`config.mk`:
```
export PLATFORM = sky130hd
export DESIGN_NAME = tltc_top
export DESIGN_NICKNAME = d
export VERILOG_FILES = /design/src/rtl/tltc_pkg.sv /design/src/rtl/tltc_period_decode.sv /design/src/rtl/tltc_top.sv
export SDC_FILE = /design/constraint.sdc
export NUM_CORES = 1
export LEC_CHECK = 0
export ABC_AREA = 1
export BUFFER_PORTS_ARGS = -buffer_cell sky130_fd_sc_hd__buf_2
export CAP_MARGIN = 20
export CORE_MARGIN = 4
export CORE_UTILIZATION = 53
export DETAILED_ROUTE_END_ITERATION = 10
export GPL_TIMING_DRIVEN = 0
export MAX_ROUTING_LAYER = met4
export PLACE_DENSITY = 0.85
export SLEW_MARGIN = 20
export SYNTH_ARGS = -nofsm -noshare
export SYNTH_HDL_FRONTEND = slang
export SYNTH_SLANG_ARGS = --single-unit
```
`constraint.sdc`:
```
create_clock -name ref_clk -period 1.7 [get_ports ref_clk]
set_input_delay 0.34 -clock ref_clk [delete_from_list [all_inputs] [get_ports ref_clk]]
set_output_delay 0.34 -clock ref_clk [all_outputs]
set_load 0.01 [all_outputs]
```
`src/rtl/tltc_pkg.sv`:
```
// Constants, field layouts and reset values for the thermal loop timing configuration bank.
// Assumes an 8-bit register port with byte addresses as used by the host serial management bus.
package tltc_pkg;
	localparam logic [7:0]  TLTC_CYCLE_ADDR      = 8'h0c;
	localparam logic [7:0]  TLTC_THERM_ADDR      = 8'h0d;
	localparam logic [7:0]  TLTC_CYCLE_RESET     = 8'h40;
	localparam logic [7:0]  TLTC_THERM_RESET     = 8'h00;
	localparam logic [7:0]  TLTC_CYCLE_WMASK     = 8'h7f;
	localparam logic [7:0]  TLTC_READ_UNMAPPED   = 8'h00;
	localparam int          TLTC_R1_CODE_LSB     = 0;
	localparam int          TLTC_R2_CODE_LSB     = 3;
	localparam int          TLTC_LOOP_SEL_BIT    = 6;
	localparam int          TLTC_BOOST1_DIS_BIT  = 0;
	localparam int          TLTC_BOOST2_DIS_BIT  = 1;
	localparam int          TLTC_WIN1_LSB        = 2;
	localparam int          TLTC_WIN2_LSB        = 5;
	localparam int          TLTC_CODE_W          = 3;
	localparam int          TLTC_PERIOD_W        = 12;
	localparam int          TLTC_WIN_W           = 6;
	localparam logic [11:0] TLTC_DEC_BASE_CYC    = 12'h008;
	localparam logic [11:0] TLTC_INC_BASE_CYC    = 12'h010;
	localparam logic [2:0]  TLTC_WIN_MAX_CODE    = 3'h5;
	localparam logic [5:0]  TLTC_WIN_BASE_QUARTS = 6'h01;
	localparam logic [11:0] TLTC_PERIOD_IDLE     = 12'h000;
	localparam logic [5:0]  TLTC_WIN_IDLE        = 6'h00;

	typedef enum logic {
		TLTC_LOOP_LEGACY,
		TLTC_LOOP_CURRENT
	} tltc_loop_t;

	// Window length in quarter seconds; codes above the top step saturate at 8 s.
	function automatic logic [5:0] tltc_win_quarters(input logic [2:0] code);
		logic [2:0] c;
		c = (code > TLTC_WIN_MAX_CODE) ? TLTC_WIN_MAX_CODE : code;
		return TLTC_WIN_BASE_QUARTS << c;
	endfunction : tltc_win_quarters
endpackage : tltc_pkg

```
`src/rtl/tltc_period_decode.sv`:
```
// Decodes one remote channel cycle code into decrease and increase periods.
// Assumes code comes from a register in the same clock domain.
`timescale 1ns/1ps
`default_nettype none
module tltc_period_decode
	import tltc_pkg::*;
(
	input  wire logic                     ref_clk,
	input  wire logic                     resetn,
	input  wire logic                     ce,
	input  wire logic [TLTC_CODE_W-1:0]   code,
	input  wire logic                     dyn_en,
	output logic                          period_valid,
	output logic      [TLTC_PERIOD_W-1:0] dec_cycles,
	output logic      [TLTC_PERIOD_W-1:0] inc_cycles
);
	logic                     valid_ff;
	logic [TLTC_PERIOD_W-1:0] dec_ff;
	logic [TLTC_PERIOD_W-1:0] inc_ff;
	logic [TLTC_PERIOD_W-1:0] nxt_dec;
	logic [TLTC_PERIOD_W-1:0] nxt_inc;

	always_comb begin
		nxt_dec = TLTC_PERIOD_IDLE;
		nxt_inc = TLTC_PERIOD_IDLE;
		if (dyn_en) begin
			nxt_dec = TLTC_DEC_BASE_CYC << code;
			nxt_inc = TLTC_INC_BASE_CYC << code;
		end
	end

	always_ff @(posedge ref_clk or negedge resetn) begin
		if (!resetn) begin
			valid_ff <= 1'b0;
			dec_ff   <= TLTC_PERIOD_IDLE;
			inc_ff   <= TLTC_PERIOD_IDLE;
		end else if (ce) begin
			valid_ff <= dyn_en;
			dec_ff   <= nxt_dec;
			inc_ff   <= nxt_inc;
		end
	end

	assign period_valid = valid_ff;
	assign dec_cycles   = dec_ff;
	assign inc_cycles   = inc_ff;
endmodule : tltc_period_decode
`default_nettype wire

```
`src/rtl/tltc_top.sv`:
```
// Register bank for dynamic minimum-temperature cycle timing, loop select and thermal-limit pin boost/windows.
// Assumes a serial bus front end that delivers single-cycle byte read and write strobes, and comparators
// that report over-limit levels already qualified by their channel enables.
`timescale 1ns/1ps
`default_nettype none
module tltc_top
	import tltc_pkg::*;
(
	input  wire logic                     ref_clk,
	input  wire logic                     resetn,
	input  wire logic                     ce,
	input  wire logic                     sw_reset,
	input  wire logic                     reg_lock,
	input  wire logic [7:0]               reg_addr,
	input  wire logic                     reg_wr,
	input  wire logic [7:0]               reg_wdata,
	input  wire logic                     reg_rd,
	output logic      [7:0]               reg_rdata,
	input  wire logic                     remote_one_dyn_en,
	input  wire logic                     remote_two_dyn_en,
	input  wire logic                     first_over_limit,
	input  wire logic                     second_over_limit,
	input  wire logic                     first_timer_en,
	input  wire logic                     second_timer_en,
	input  wire logic                     first_thermal_limit_pin_i,
	output logic                          first_thermal_limit_pin_o,
	output logic                          first_thermal_limit_pin_oe_n,
	input  wire logic                     second_thermal_limit_pin_i,
	output logic                          second_thermal_limit_pin_o,
	output logic                          second_thermal_limit_pin_oe_n,
	output logic                          fan_max_pwm,
	output logic                          loop_current,
	output logic                          remote_one_period_valid,
	output logic      [TLTC_PERIOD_W-1:0] remote_one_dec_cycles,
	output logic      [TLTC_PERIOD_W-1:0] remote_one_inc_cycles,
	output logic                          remote_two_period_valid,
	output logic      [TLTC_PERIOD_W-1:0] remote_two_dec_cycles,
	output logic      [TLTC_PERIOD_W-1:0] remote_two_inc_cycles,
	output logic                          first_timer_run,
	output logic      [TLTC_WIN_W-1:0]    first_timer_quarters,
	output logic                          second_timer_run,
	output logic      [TLTC_WIN_W-1:0]    second_timer_quarters,
	output logic                          first_pin_seen_low,
	output logic                          second_pin_seen_low
);
	logic [7:0]            cycle_ff;
	logic [7:0]            therm_ff;
	logic [7:0]            rdata_ff;
	logic                  drive1_ff;
	logic                  drive2_ff;
	logic                  fan_max_ff;
	logic                  run1_ff;
	logic                  run2_ff;
	logic [TLTC_WIN_W-1:0] win1_ff;
	logic [TLTC_WIN_W-1:0] win2_ff;
	logic                  seen1_ff;
	logic                  seen2_ff;
	logic [7:0]            nxt_rdata;
	logic                  wr_ok;
	tltc_loop_t            loop_sel;

	// Boost is wanted while a pin is driven and its disable bit is clear.
	function automatic logic tltc_boost_req(input logic over, input logic boost_dis);
		return over && !boost_dis;
	endfunction : tltc_boost_req

	// A disabled timer reports an idle window so no measurement can start from a stale code.
	function automatic logic [TLTC_WIN_W-1:0] tltc_timer_window(input logic en, input logic [TLTC_CODE_W-1:0] code);
		return en ? tltc_win_quarters(code) : TLTC_WIN_IDLE;
	endfunction : tltc_timer_window

	// Writes are dropped entirely while the lock is set.
	assign wr_ok = reg_wr && !reg_lock;

	always_ff @(posedge ref_clk or negedge resetn) begin
		if (!resetn) begin
			cycle_ff <= TLTC_CYCLE_RESET;
		end else if (ce) begin
			if (sw_reset) begin
				cycle_ff <= TLTC_CYCLE_RESET;
			end else if (wr_ok && reg_addr == TLTC_CYCLE_ADDR) begin
				cycle_ff <= reg_wdata & TLTC_CYCLE_WMASK;
			end
		end
	end

	always_ff @(posedge ref_clk or negedge resetn) begin
		if (!resetn) begin
			therm_ff <= TLTC_THERM_RESET;
		end else if (ce) begin
			if (sw_reset) begin
				therm_ff <= TLTC_THERM_RESET;
			end else if (wr_ok && reg_addr == TLTC_THERM_ADDR) begin
				therm_ff <= reg_wdata;
			end
		end
	end

	always_comb begin
		nxt_rdata = rdata_ff;
		if (reg_rd) begin
			unique case (reg_addr)
				TLTC_CYCLE_ADDR: nxt_rdata = cycle_ff & TLTC_CYCLE_WMASK;
				TLTC_THERM_ADDR: nxt_rdata = therm_ff;
				default:         nxt_rdata = TLTC_READ_UNMAPPED;
			endcase
		end
	end

	always_ff @(posedge ref_clk or negedge resetn) begin
		if (!resetn) begin
			rdata_ff <= TLTC_READ_UNMAPPED;
		end else if (ce) begin
			rdata_ff <= nxt_rdata;
		end
	end

	// Each pin is pulled low for as long as its over-limit level is seen.
	always_ff @(posedge ref_clk or negedge resetn) begin
		if (!resetn) begin
			drive1_ff <= 1'b0;
			drive2_ff <= 1'b0;
		end else if (ce) begin
			drive1_ff <= first_over_limit;
			drive2_ff <= second_over_limit;
		end
	end

	// Boost shares the pin drive's edge, so the fans rise together with the pin and not a cycle later.
	always_ff @(posedge ref_clk or negedge resetn) begin
		if (!resetn) begin
			fan_max_ff <= 1'b0;
		end else if (ce) begin
			fan_max_ff <= tltc_boost_req(first_over_limit, therm_ff[TLTC_BOOST1_DIS_BIT])
				|| tltc_boost_req(second_over_limit, therm_ff[TLTC_BOOST2_DIS_BIT]);
		end
	end

	// The wire level is sampled so that a low forced by another device is reported as well.
	always_ff @(posedge ref_clk or negedge resetn) begin
		if (!resetn) begin
			seen1_ff <= 1'b0;
			seen2_ff <= 1'b0;
		end else if (ce) begin
			seen1_ff <= !first_thermal_limit_pin_i;
			seen2_ff <= !second_thermal_limit_pin_i;
		end
	end

	always_ff @(posedge ref_clk or negedge resetn) begin
		if (!resetn) begin
			run1_ff <= 1'b0;
			win1_ff <= TLTC_WIN_IDLE;
		end else if (ce) begin
			run1_ff <= first_timer_en;
			win1_ff <= tltc_timer_window(first_timer_en, therm_ff[TLTC_WIN1_LSB +: TLTC_CODE_W]);
		end
	end

	always_ff @(posedge ref_clk or negedge resetn) begin
		if (!resetn) begin
			run2_ff <= 1'b0;
			win2_ff <= TLTC_WIN_IDLE;
		end else if (ce) begin
			run2_ff <= second_timer_en;
			win2_ff <= tltc_timer_window(second_timer_en, therm_ff[TLTC_WIN2_LSB +: TLTC_CODE_W]);
		end
	end

	tltc_period_decode u_remote_one (
		.ref_clk      (ref_clk),
		.resetn       (resetn),
		.ce           (ce),
		.code         (cycle_ff[TLTC_R1_CODE_LSB +: TLTC_CODE_W]),
		.dyn_en       (remote_one_dyn_en),
		.period_valid (remote_one_period_valid),
		.dec_cycles   (remote_one_dec_cycles),
		.inc_cycles   (remote_one_inc_cycles)
	);

	tltc_period_decode u_remote_two (
		.ref_clk      (ref_clk),
		.resetn       (resetn),
		.ce           (ce),
		.code         (cycle_ff[TLTC_R2_CODE_LSB +: TLTC_CODE_W]),
		.dyn_en       (remote_two_dyn_en),
		.period_valid (remote_two_period_valid),
		.dec_cycles   (remote_two_dec_cycles),
		.inc_cycles   (remote_two_inc_cycles)
	);

	assign loop_sel = tltc_loop_t'(cycle_ff[TLTC_LOOP_SEL_BIT]);
	assign loop_current = (loop_sel == TLTC_LOOP_CURRENT);

	assign reg_rdata                     = rdata_ff;
	assign first_thermal_limit_pin_o     = 1'b0;
	assign first_thermal_limit_pin_oe_n  = !drive1_ff;
	assign second_thermal_limit_pin_o    = 1'b0;
	assign second_thermal_limit_pin_oe_n = !drive2_ff;
	assign fan_max_pwm                   = fan_max_ff;
	assign first_timer_run               = run1_ff;
	assign first_timer_quarters          = win1_ff;
	assign second_timer_run              = run2_ff;
	assign second_timer_quarters         = win2_ff;
	assign first_pin_seen_low            = seen1_ff;
	assign second_pin_seen_low           = seen2_ff;
endmodule : tltc_top
`default_nettype wire

```
==> reports/results.ini <==
[power_and_ir_drop]
p_leak_nw=2.26
power_mw=3.73
p_comb_share_pct=14.1
swShare_pct=25.1
clkPwrFrac_pct=42.5
p_int_mw=2.79
seq_power_share_pct=43.3
p_sw_mw=0.937
irDropWorstVdd_v=0.000616
p_per_area_nw_per_um2=965

[placed_design]
place_hpwl_um=5340
routabilityCongestion=0.898
port_buffers=91
dp.cells=518
dp_slack_ns=0.333
place_area_sq_um=3610

[global_routing]
use_met3_pct=6.35
grt_pass1_vias=2539
grt_first_pass_wirelength_um=12100
grt_antenna_before_repair=0
use_met1_pct=25.1
top_usage_layer=met2
globalRouteTotalUtil_pct=22.3
gr-total-overflow=0
grt_max_degree=61
met2_usage_pct=38.2

[critical_path]
cp_cell_sequence=buf_2
path_buf_inv=1
rr_worst_depth=2
required_ns=1.36
arrival_ns=1.03
cp_slowest_cell=dfstp_2
reg2reg_from=cycle_ff[2]
critPathLaunchType=flip-flop
cp_top_family=flip-flops
cp-end-kind=output port
crit_start=cycle_ff[6]
path_depth=1
crit_type=reg -> out
cpPeakStageDelay_ns=0.56
rrSetupSlack_ns=0.68
crit_fanout=3
crit_path_end=loop_current
r2r_end=u_remote_one.inc_cycles[6]

[synth]
ys_seq_area_share_pct=50.1
yosys.area.top_type=dfrtp_1
yosysUniqueCellTypes=27
synth_warnings=0
syn_area_sq_um=3000
synth_top_area_share_pct=49.2
avgSynthCellArea_sq_um=8.88
netlist_top_cells_area=dfrtp_1, nand2_1, buf_4
synth_seq_cells=60
syn_inst=338

[finish]
drive_gt1_share_pct=39.0
finalNetCount=488
syn_to_final_growth_pct=28.7
fillCellCount=408
final_cells=534
antennaDiodeCount=0
fin_util_pct=70.2
fin_area_sq_um=3860
final_cell_mix=nand2_1, buf_2, dfrtp_1
final_common_cell=nand2_1

[die]
die_w_um=83.3
core_area_sq_um=5510
ios=111
rows=27
die_height_um=83.3
start_util_pct=54.5
dieArea_sq_um=6930

[clock_tree]
cts_sinks=60
cts_hold_buf=0
postCtsResizedCells=0
clkLatencyLatePin_ns=0.34
cts_tree=done
path_clk_slew_ns=0.07
cts_made_buffers=9
clockBufferDepth=2
h-tree-depth=3
cts_setup_buffers=0
root_buffer=clkbuf_8

[drt]
drt-wirelength-per-cell_um=13.3
drc=0
final_antenna_net_count=0
drt-total-wl_um=7110
routed-via-count=2610
avgViaCountPerCell=4.89
dr.pass1.iters=4
drt_iter0_drc=249

[timing]
final.setup_skew_ns=0.00963
fin_ws_ns=0.330
fin_crit_ns=1.37
worstMarginPinSlew_ns=0.727
finalSetupViolCount=0
finalMaxSlewViolations=0
timing.slew.headroom_pct=51.5
grt_setup_unrepaired=no
hold_violations=0
hold_slack_ns=0.0498
finalSetupTns_ns=0
finalCritPeriodShare_pct=80.6
max_freq_mhz=730

[flow_run]
maxCapViolCount=0

[hold_path]
hold_path.class=in -> async

[outcome]
outcome=complete, no violations

## cells by family after synthesis
logic type	after synthesis	synth area share, %
buf+inv	71	14.2
simple gates	167	27.3
flops	60	50.1
other cells	1	0.125
compound gates	39	8.38
## per-layer routing
metal	vias to the layer above	share of wire [%]
li1	1270	-
met1	1212	38
met2	113	51
met3	15	9.0
met4	0	1.8
met5	-	0
## cells in the mapped netlist, drive strengths merged
cell type,count
a22o,2
nand2,118
o211ai,1
dfrtp,59
nor2,16
nand3,31
inv,28
dfstp,1
o31ai,2
or2,2
clkinv,1
a32o,2
clkbuf,2
conb,1
buf,40
o21ai,32
## power groups by stage
| stage | registers, mW | logic [mW] | clock network [mW] |
|---|---|---|---|
| 2_1_floorplan | 1.65 | 0.296 | 0 |
| 3_3_place_gp | 1.63 | 0.508 | 0 |
| 3_5_place_dp | 1.64 | 0.526 | 0 |
| 4_1_cts | 1.62 | 0.532 | 1.61 |
| 5_1_grt | 1.63 | 0.589 | 1.69 |
| 6_report | 1.62 | 0.527 | 1.59 |
## registers in the layout, indices dropped and copies added (netlist names)
signal	flops
cycle_ff	7
drive1_ff	1
drive2_ff	1
fan_max_pwm	1
first_pin_seen_low	1
first_timer_quarters	6
first_timer_run	1
reg_rdata	8
second_pin_seen_low	1
second_timer_quarters	6
second_timer_run	1
therm_ff	8
u_remote_one.dec_cycles	1
u_remote_one.inc_cycles	7
u_remote_one.period_valid	1
u_remote_two.dec_cycles	1
u_remote_two.inc_cycles	7
u_remote_two.period_valid	1
## final cells by class
class | count | area [sq um] | area share, %
sequential | 60 | 1500 | 38.9
multi-input combinational | 224 | 1140 | 29.4
timing repair buffer | 91 | 458 | 11.9
buffer | 42 | 317 | 8.19
clock buffer | 12 | 155 | 4.02
inverter | 29 | 109 | 2.82
clock inverter | 4 | 95.1 | 2.46
tap | 72 | 90.1 | 2.33
## worst min-delay path by stage
stage,endpoint,depth (start not counted),startpoint
after floorplan,cycle_ff[0],0,resetn
final,first_pin_seen_low,1,resetn
after global placement,second_timer_run,2,second_timer_run
after CTS,first_pin_seen_low,1,resetn
after global routing,first_timer_run,1,resetn
after detailed placement,first_pin_seen_low,1,resetn
(Power assumes the default switching activity.)
